`src/shared/pvia_defs.svh`:
```
// Constants for the priority vector interrupt arbiter
`ifndef PVIA_DEFS_SVH
`define PVIA_DEFS_SVH

// ****************************************
// Vector tables
// ****************************************
`define PVIA_IVT_BASE 24'h000004
`define PVIA_ALTERNATE_VECTOR_TABLE_BASE 24'h000104
`define PVIA_RESET_PC 24'h000000
`define PVIA_NUM_VEC 126
`define PVIA_NUM_TRAP 8
`define PVIA_NUM_SRC 118
`define PVIA_TOP_LVL 4'hF

// ****************************************
// Register byte offsets
// ****************************************
`define PVIA_OFF_CTRL2 8'h00
`define PVIA_OFF_STATUS 8'h04
`define PVIA_OFF_CORECTL 8'h08
`define PVIA_OFF_VECTOR 8'h0C
`define PVIA_OFF_TRAPPEND 8'h10
`define PVIA_OFF_SRCPEND 8'h20
`define PVIA_OFF_PRIO 8'h40

// ****************************************
// Field positions and reset values
// ****************************************
`define PVIA_ALT_BIT 15
`define PVIA_NEST_DIS_BIT 14
`define PVIA_LVL_LSB 5
`define PVIA_TRAP_BIT 3
`define PVIA_PEND_BIT 31
`define PVIA_RST_LVL 3'h0

`endif

```
`src/shared/pvia_pkg.sv`:
```
// Types shared by the interrupt arbiter modules
package pvia_pkg;

	typedef logic [3:0] pvia_lvl_t;
	typedef logic [23:0] pvia_addr_t;
	typedef logic [6:0] pvia_vec_t;
	typedef enum logic {PVIA_IDLE, PVIA_OFFER} pvia_hold_t;

endpackage

```
`src/shared/pvia_arb_if.sv`:
```
// Signals between the register/offer logic and the arbiter core
`timescale 1ns/1ps
`include "pvia_defs.svh"

interface pvia_arb_if #(parameter int NSRC = `PVIA_NUM_SRC);
	import pvia_pkg::*;

	logic [NSRC-1:0] pend;
	logic [NSRC-1:0][2:0] prio;
	logic [`PVIA_NUM_TRAP-1:0] trap;
	pvia_lvl_t core_lvl;
	logic win;
	pvia_vec_t win_vec;
	pvia_lvl_t win_lvl;

	modport arb (input pend, input prio, input trap, input core_lvl,
		output win, output win_vec, output win_lvl);
	modport top (output pend, output prio, output trap, output core_lvl,
		input win, input win_vec, input win_lvl);

endinterface

```
`src/rtl/pvia_top.sv`:
```
// Priority vector interrupt arbiter with an AHB-Lite register slave
//
// Summary of operation
// RULE1: Normal table at 0x000004, 126 vectors
// RULE2: Each entry is a 24-bit handler address
// RULE3: Select bit 15 switches to table 0x000104
// RULE4: Vector location is base plus twice number
// RULE5: Reset bypasses arbiter, vector output is zero
// RULE6: Taken only if level exceeds core level
// RULE7: User levels 0-7, levels 8-15 traps
// RULE8: Traps fixed, one per level, above users
// RULE9: Level zero source is never taken
// RULE10: Core level is trap bit plus field
// RULE11: Field writable, N blocks levels up to N
// RULE12: Trap bit set by traps, software clears
// RULE13: Nesting disabled makes field write-ignored
// RULE14: Three-bit level per nibble, bit 3 zero
// RULE15: Level first, lower vector breaks ties
// RULE16: Preempt only with strictly higher level
// RULE17: One request line to the core
// RULE18: Software masks before changing source levels
// RULE19: Oscillator trap highest, DMA error lowest
// RULE20: Hold offer until acknowledge, then raise level
//
// Decided for this implementation: the register addresses and the AHB-Lite register port.
`timescale 1ns/1ps
`include "pvia_defs.svh"

module pvia_top #(parameter int NSRC = `PVIA_NUM_SRC)
(
	input wire logic hclk,
	input wire logic hresetn,
	input wire logic hsel,
	input wire logic [31:0] haddr,
	input wire logic [1:0] htrans,
	input wire logic hwrite,
	input wire logic [2:0] hsize,
	input wire logic [31:0] hwdata,
	input wire logic hready,
	output logic [31:0] hrdata,
	output logic hreadyout,
	output logic hresp,
	input wire logic [NSRC-1:0] src_req,
	input wire logic [`PVIA_NUM_TRAP-1:0] trap_req,
	input wire logic core_ack,
	output logic irq,
	output pvia_pkg::pvia_addr_t vec_addr,
	output pvia_pkg::pvia_vec_t vec_num,
	output pvia_pkg::pvia_lvl_t vec_level,
	output logic [2:0] core_level_field,
	output logic trap_level_bit
);
	import pvia_pkg::*;

	localparam int NPRIO = (NSRC + 3) / 4;
	localparam int NPEND = (NSRC + 31) / 32;

	// ****************************************
	// State
	// ****************************************
	typedef struct packed {
		logic [NSRC-1:0] src_s1;
		logic [NSRC-1:0] src_s2;
		logic [`PVIA_NUM_TRAP-1:0] trap_s1;
		logic [`PVIA_NUM_TRAP-1:0] trap_s2;
		logic [NSRC-1:0][2:0] prio;
		logic alt_table_select;
		logic nest_dis;
		logic [2:0] lvl_field;
		logic trap_bit;
		pvia_hold_t hold;
		logic irq;
		pvia_addr_t vec_addr;
		pvia_vec_t vec_num;
		pvia_lvl_t vec_level;
		logic dp_wr;
		logic [7:0] dp_addr;
		logic [31:0] hrdata;
		logic rdy;
		logic resp;
	} pvia_state_t;

	pvia_state_t r;
	pvia_state_t next_r;

	pvia_arb_if #(.NSRC(NSRC)) arb_bus ();

	pvia_arb #(.NSRC(NSRC)) u_arb
	(
		.a(arb_bus.arb)
	);

	// ****************************************
	// Helpers
	// ****************************************
	function automatic pvia_addr_t vec_loc(logic alt, pvia_vec_t v);
		pvia_addr_t base;
		base = alt ? `PVIA_ALTERNATE_VECTOR_TABLE_BASE : `PVIA_IVT_BASE; // see RULE1 see RULE3
		return base + {16'h0000, v, 1'b0}; // see RULE2 see RULE4
	endfunction

	function automatic logic in_range(logic [7:0] a, logic [7:0] base,
		int count);
		int off;
		off = int'(a) - int'(base);
		return off >= 0 && off < 4 * count && a[1:0] == 2'h0;
	endfunction

	function automatic int word_idx(logic [7:0] a, logic [7:0] base);
		return (int'(a) - int'(base)) / 4;
	endfunction

	function automatic logic [31:0] read_word(pvia_state_t s,
		logic [7:0] a);
		logic [31:0] w;
		int k;
		int idx;
		w = 32'h0000_0000;
		k = 0;
		idx = 0;
		if (a == `PVIA_OFF_CTRL2)
		begin
			w[`PVIA_ALT_BIT] = s.alt_table_select;
			w[`PVIA_NEST_DIS_BIT] = s.nest_dis;
		end
		else if (a == `PVIA_OFF_STATUS)
		begin
			w[`PVIA_LVL_LSB +: 3] = s.lvl_field; // see RULE10
		end
		else if (a == `PVIA_OFF_CORECTL)
		begin
			w[`PVIA_TRAP_BIT] = s.trap_bit; // see RULE10
		end
		else if (a == `PVIA_OFF_VECTOR)
		begin
			w[`PVIA_PEND_BIT] = s.irq;
			w[23:0] = s.vec_addr;
		end
		else if (a == `PVIA_OFF_TRAPPEND)
		begin
			w[`PVIA_NUM_TRAP-1:0] = s.trap_s2;
		end
		else if (in_range(a, `PVIA_OFF_SRCPEND, NPEND))
		begin
			k = word_idx(a, `PVIA_OFF_SRCPEND);
			for (int j = 0; j < 32; j++)
			begin
				idx = 32 * k + j;
				if (idx < NSRC)
					w[j] = s.src_s2[idx];
			end
		end
		else if (in_range(a, `PVIA_OFF_PRIO, NPRIO))
		begin
			k = word_idx(a, `PVIA_OFF_PRIO);
			// Bit 3 of each nibble is left at zero
			for (int j = 0; j < 4; j++)
			begin
				idx = 4 * k + j;
				if (idx < NSRC)
					w[4*j +: 3] = s.prio[idx]; // see RULE14
			end
		end
		return w;
	endfunction

	// ****************************************
	// Arbiter hookup
	// ****************************************
	assign arb_bus.pend = r.src_s2;
	assign arb_bus.prio = r.prio;
	assign arb_bus.trap = r.trap_s2;
	// A user level never has bit 3 set, so a raised trap bit masks all user sources
	assign arb_bus.core_lvl = {r.trap_bit, r.lvl_field}; // see RULE7

	// ****************************************
	// Next state
	// ****************************************
	always_comb
	begin
		int k;
		int idx;
		logic take;
		k = 0;
		idx = 0;
		take = 1'b0;
		next_r = r;

		next_r.src_s1 = src_req;
		next_r.src_s2 = r.src_s1;
		next_r.trap_s1 = trap_req;
		next_r.trap_s2 = r.trap_s1;
		next_r.rdy = 1'b1;
		next_r.resp = 1'b0;

		// Data phase of a write
		if (r.dp_wr)
		begin
			if (r.dp_addr == `PVIA_OFF_CTRL2)
			begin
				next_r.alt_table_select = hwdata[`PVIA_ALT_BIT]; // see RULE3
				next_r.nest_dis = hwdata[`PVIA_NEST_DIS_BIT];
			end
			else if (r.dp_addr == `PVIA_OFF_STATUS)
			begin
				if (!r.nest_dis) // see RULE13
					next_r.lvl_field = hwdata[`PVIA_LVL_LSB +: 3]; // see RULE11
			end
			else if (r.dp_addr == `PVIA_OFF_CORECTL)
			begin
				// Software may only clear the trap bit
				next_r.trap_bit = r.trap_bit & hwdata[`PVIA_TRAP_BIT]; // see RULE12
			end
			else if (in_range(r.dp_addr, `PVIA_OFF_PRIO, NPRIO))
			begin
				k = word_idx(r.dp_addr, `PVIA_OFF_PRIO);
				// Changing levels while the request is offered is unsafe;
				// the offer keeps its latched vector regardless
				for (int j = 0; j < 4; j++)
				begin
					idx = 4 * k + j;
					if (idx < NSRC)
						next_r.prio[idx] = hwdata[4*j +: 3]; // see RULE14 see RULE18
				end
			end
		end

		// Address phase; reads answer from a flop in the data phase
		take = hsel && htrans[1] && hready;
		next_r.dp_wr = take && hwrite;
		next_r.dp_addr = take ? haddr[7:0] : r.dp_addr;
		if (take && !hwrite)
			next_r.hrdata = read_word(r, haddr[7:0]);

		// Offer to the core; acknowledge is applied after the
		// software write so the hardware raise wins a collision
		unique case (r.hold)
			PVIA_IDLE:
			begin
				if (arb_bus.win) // see RULE17
				begin
					next_r.hold = PVIA_OFFER;
					next_r.irq = 1'b1;
					next_r.vec_num = arb_bus.win_vec;
					next_r.vec_level = arb_bus.win_lvl;
					next_r.vec_addr = vec_loc(r.alt_table_select,
						arb_bus.win_vec); // see RULE4
				end
			end
			PVIA_OFFER:
			begin
				// Held stable until taken; no re-arbitration meanwhile
				if (core_ack) // see RULE20
				begin
					next_r.hold = PVIA_IDLE;
					next_r.irq = 1'b0;
					// Raising the level makes later equal levels wait
					next_r.lvl_field = r.vec_level[2:0]; // see RULE16
					if (r.vec_level[3])
						next_r.trap_bit = 1'b1; // see RULE12
				end
			end
		endcase
	end

	// ****************************************
	// Registers
	// ****************************************
	always_ff @(posedge hclk or negedge hresetn)
	begin
		if (!hresetn)
		begin
			r <= '0;
			r.hold <= PVIA_IDLE;
			r.lvl_field <= `PVIA_RST_LVL;
			r.vec_addr <= `PVIA_RESET_PC; // see RULE5
			r.rdy <= 1'b1;
		end
		else
			r <= next_r;
	end

	// ****************************************
	// Outputs
	// ****************************************
	assign hrdata = r.hrdata;
	assign hreadyout = r.rdy;
	assign hresp = r.resp;
	assign irq = r.irq;
	assign vec_addr = r.vec_addr;
	assign vec_num = r.vec_num;
	assign vec_level = r.vec_level;
	assign core_level_field = r.lvl_field;
	assign trap_level_bit = r.trap_bit;

endmodule

```
`src/rtl/pvia_arb.sv`:
```
// Combinational ranking of pending traps and user sources
`timescale 1ns/1ps
`include "pvia_defs.svh"

module pvia_arb #(parameter int NSRC = `PVIA_NUM_SRC)
(
	pvia_arb_if.arb a
);
	import pvia_pkg::*;

	logic found;
	pvia_vec_t best_vec;
	pvia_lvl_t best_lvl;

	always_comb
	begin
		found = 1'b0;
		best_vec = '0;
		best_lvl = '0;
		// Descending scan with >= leaves the lowest vector on a tie
		for (int i = NSRC - 1; i >= 0; i--)
		begin
			if (a.pend[i] && a.prio[i] != 3'h0 &&
				{1'b0, a.prio[i]} >= best_lvl) // see RULE9 see RULE15
			begin
				found = 1'b1;
				best_lvl = {1'b0, a.prio[i]};
				best_vec = 7'(`PVIA_NUM_TRAP + i);
			end
		end
		// Traps hold fixed levels above every user level, one per level
		for (int t = `PVIA_NUM_TRAP - 1; t >= 0; t--)
		begin
			if (a.trap[t]) // see RULE8 see RULE19
			begin
				found = 1'b1;
				best_lvl = `PVIA_TOP_LVL - 4'(t);
				best_vec = 7'(t);
			end
		end
		a.win = found && best_lvl > a.core_lvl; // see RULE6
		a.win_vec = best_vec;
		a.win_lvl = best_lvl;
	end

endmodule

```
`config.mk`:
```
export PLATFORM = sky130hd
export DESIGN_NAME = pvia_top
export DESIGN_NICKNAME = d
export VERILOG_FILES = /design/src/shared/pvia_pkg.sv /design/src/shared/pvia_arb_if.sv /design/src/rtl/pvia_top.sv /design/src/rtl/pvia_arb.sv
export VERILOG_INCLUDE_DIRS = /design/src /design/src/shared
export SDC_FILE = /design/constraint.sdc
export NUM_CORES = 2
export LEC_CHECK = 0
export BUFFER_PORTS_ARGS = -buffer_cell sky130_fd_sc_hd__clkbuf_2
export CAP_MARGIN = 20
export CORE_MARGIN = 1
export CORE_UTILIZATION = 50
export DETAILED_ROUTE_END_ITERATION = 6
export PLACE_DENSITY = 0.67
export SYNTH_ARGS = -nofsm -noshare
export SYNTH_HDL_FRONTEND = slang
export SYNTH_SLANG_ARGS = --single-unit
```
`constraint.sdc`:
```
create_clock -name hclk -period 213 [get_ports hclk]
set_input_delay 10.65 -clock hclk [delete_from_list [all_inputs] [get_ports hclk]]
set_output_delay 10.65 -clock hclk [all_outputs]
set_load 0.05 [all_outputs]
```
==> results.txt <==
Yosys cell types = 139
Worst Skew = 35.69 ps
crit path DAT = 184230 ps
maximum vdd drop = 6.147 µV
row cnt = 112
CP max-delay cell = a31oi_1
post-CTS setup repair buffer count = 0
Final min period = 183710 ps
Total Routing Usage GR = 0.3688
number of synthesis warnings = 0
setup TNS = 0 ps
Initial DRC Count = 5394
number of global-route vias before repair = 39.60k
Yosys top cell by area = dfrtp_1
most common cell after layout, fill and taps aside = dfrtp_1
largest net degree at the start of global routing = 117
syn_area_per_cell = 9.295 µm²
Tcrit/Tclk final = 0.8625
drt pass-1 iters = 6
power per cell area = 7.990 nW/µm²
clock transition at the registers of the reported paths = 60 ps
Die Height = 309.9 µm
drt drc = 0
Post-Syn Area = 47400 µm²
EDFF count, synth = 0
synthesized instance count = 5099
CP dominant cell by count = ha_1
Clock Tree Root = clkbuf_16
CTS H-Tree Depth = 3
Post-CTS Resized = 0
DP HPWL = 136.9 mm
Max-Cap Viols = 0
Nets = 5561
CTS Hold Bufs = 0
f_max = 0.005443 GHz
ys async rst share = 1.000
number of synthesized register bits = 674
drt wl/cell = 27.42 µm
Slew Limit Fails = 0
final WL = 178.7 mm
commonest non-fill, non-tap cells in the layout = dfrtp_1, nand2_1, mux2_2
RSZ-0062 raised after global routing = no
Pwr Total = 414.0 µW
die area = 96030 µm²
Critical Path Source Type = register
Port Buffers = 212
outcome = completed
Finish-stage setup viols = 0
sequential area share after synthesis = 0.3559
kind of critical path = reg -> reg
Placed Area = 49140 µm²
top_reg_cell synth = dfrtp_1
Crit Path Max Fanout = 29
final hold violations = 0
maximum buffer depth of the clock tree = 3
first-pass GRT wire length = 260.9 mm
Worst-Margin Slew = 1251 ps
antenna violations before repair = 19
leakage = 0.02220 µW
CTS buffer count = 79
core box area = 93610 µm²
via/cell ratio = 6.622
design area = 51820 µm²
worst endpoint required time = 213530 ps
Initial Utilization = 0.5063
HP Class = reg -> reg
chip width = 309.9 µm
TritonCTS clock tree = yes
Largest stage delay, worst path = 760 ps
Rel. slew slack = 0.1657
via count = 43.15k
Sink Count = 674
top cells by area, synth = dfrtp_1, mux2_2, mux4_2
GRT overflow = 0
I/O pins = 275
layout cell share with drive strength beyond 1 = 0.1946
Antenna Nets Post-Route = 0
top-area cell type share of the netlist area = 0.3559
routability-driven placement congestion ratio = 1.039
Worst setup EP type = register
clk_lat worst skew = 690 ps
area growth from synthesis to layout = 9.324%
[synthesized netlist by cell type, types with 60 or more instances]
master,number
and2_1,91
o21a_1,75
a211oi_1,60
clkbuf_1,134
nand2b_1,128
mux4_2,112
ha_1,164
inv_1,267
dfrtp_1,674
buf_4,82
nand3_1,184
a21oi_1,265
nand2_1,598
a31oi_1,99
nor3_1,84
o211ai_1,65
o21ai_0,284
mux2_2,384
nor2_1,339
[critical path, delay by kind of cell, from the launching register on]
family | cells | cell delay [ps]
muxes | 25 | 9360
and+or+nand+nor | 312 | 47880
DFF | 1 | 480
adders and majority gates | 143 | 39540
buffers and inverters | 21 | 1970
AOI/OAI and AO/OA | 402 | 94130
[cells by family (layout without fill, tap and decap cells)]
logic type / Yosys count / in the layout / synth area share
other cells: 2 / 22 / 0.0001584
mux: 534 / 534 / 0.1527
compound gates: 1450 / 1450 / 0.2159
fa+ha+maj: 190 / 190 / 0.04878
xor+xnor: 14 / 14 / 0.002587
buf+inv: 519 / 662 / 0.04963
flops: 674 / 674 / 0.3559
simple gates: 1716 / 1716 / 0.1743
[stage by stage]
step,worst slack (ps),instances,util,hold slack (ps)
after floorplan,57740,5114,-,331.2
after global placement,33880,6368,0.5250,331.1
after detailed placement,32680,6368,0.5250,334.7
after CTS,31950,6510,0.5532,339.9
after global routing,13330,6511,0.5534,344.0
final,29290,6516,0.5535,336.7
[state kept, by name, indices dropped and copies added, names as in the netlist]
register / flops
arb_bus.pend: 118
r: 12
arb_bus.prio: 354
vec_level: 4
hrdata: 32
irq: 1
trap_level_bit: 1
core_level_field: 3
next_r: 126
vec_num: 7
vec_addr: 8
arb_bus.trap: 8
[routing by layer]
metal | global-route usage | part of all wire | up-vias
li1 | - | - | 19180
met1 | 0.4963 | 0.41 | 21210
met2 | 0.5564 | 0.43 | 2268
met3 | 0.07876 | 0.097 | 476
met4 | 0.1930 | 0.061 | 12
met5 | 0.007583 | 0.00098 | -
[power by group]
part / switching, µW / internal (µW) / leakage, µW
sequential: 14.9 / 136 / 0.00795
clock: 58.5 / 81.4 / 0.00127
combinational: 76.6 / 47.0 / 0.0130
[final timing paths]
kind	slack, ps	cells after the start	start	endpoint
setup / recovery	29290	903	arb_bus.pend[117]$_DFF_PN0_	vec_addr[2]$_DFFE_PN0P_
hold / removal	340	0	next_r[507]$_DFF_PN0_	arb_bus.pend[51]$_DFF_PN0_
setup reg to reg	29290	854	arb_bus.pend[117]$_DFF_PN0_	vec_addr[2]$_DFFE_PN0P_
hold reg to reg	340	0	next_r[507]$_DFF_PN0_	arb_bus.pend[51]$_DFF_PN0_
max in group asynchronous	200500	3	hresetn	arb_bus.prio[193]$_DFFE_PN0P_
min in group asynchronous	10070	1	hresetn	next_r[486]$_DFF_PN0_
[final cells by class]
cell class	count	area, µm²
Antenna cell	5	12.51
Inverter	268	1006
Clock buffer	110	2287
Tap cell	1254	1569
Clock inverter	32	351.6
Fill cell	8475	41790
Timing Repair Buffer	252	1384
Sequential cell	674	16870
Multi-Input combinational cell	3921	28340
Power figures use the tool's default switching activity.
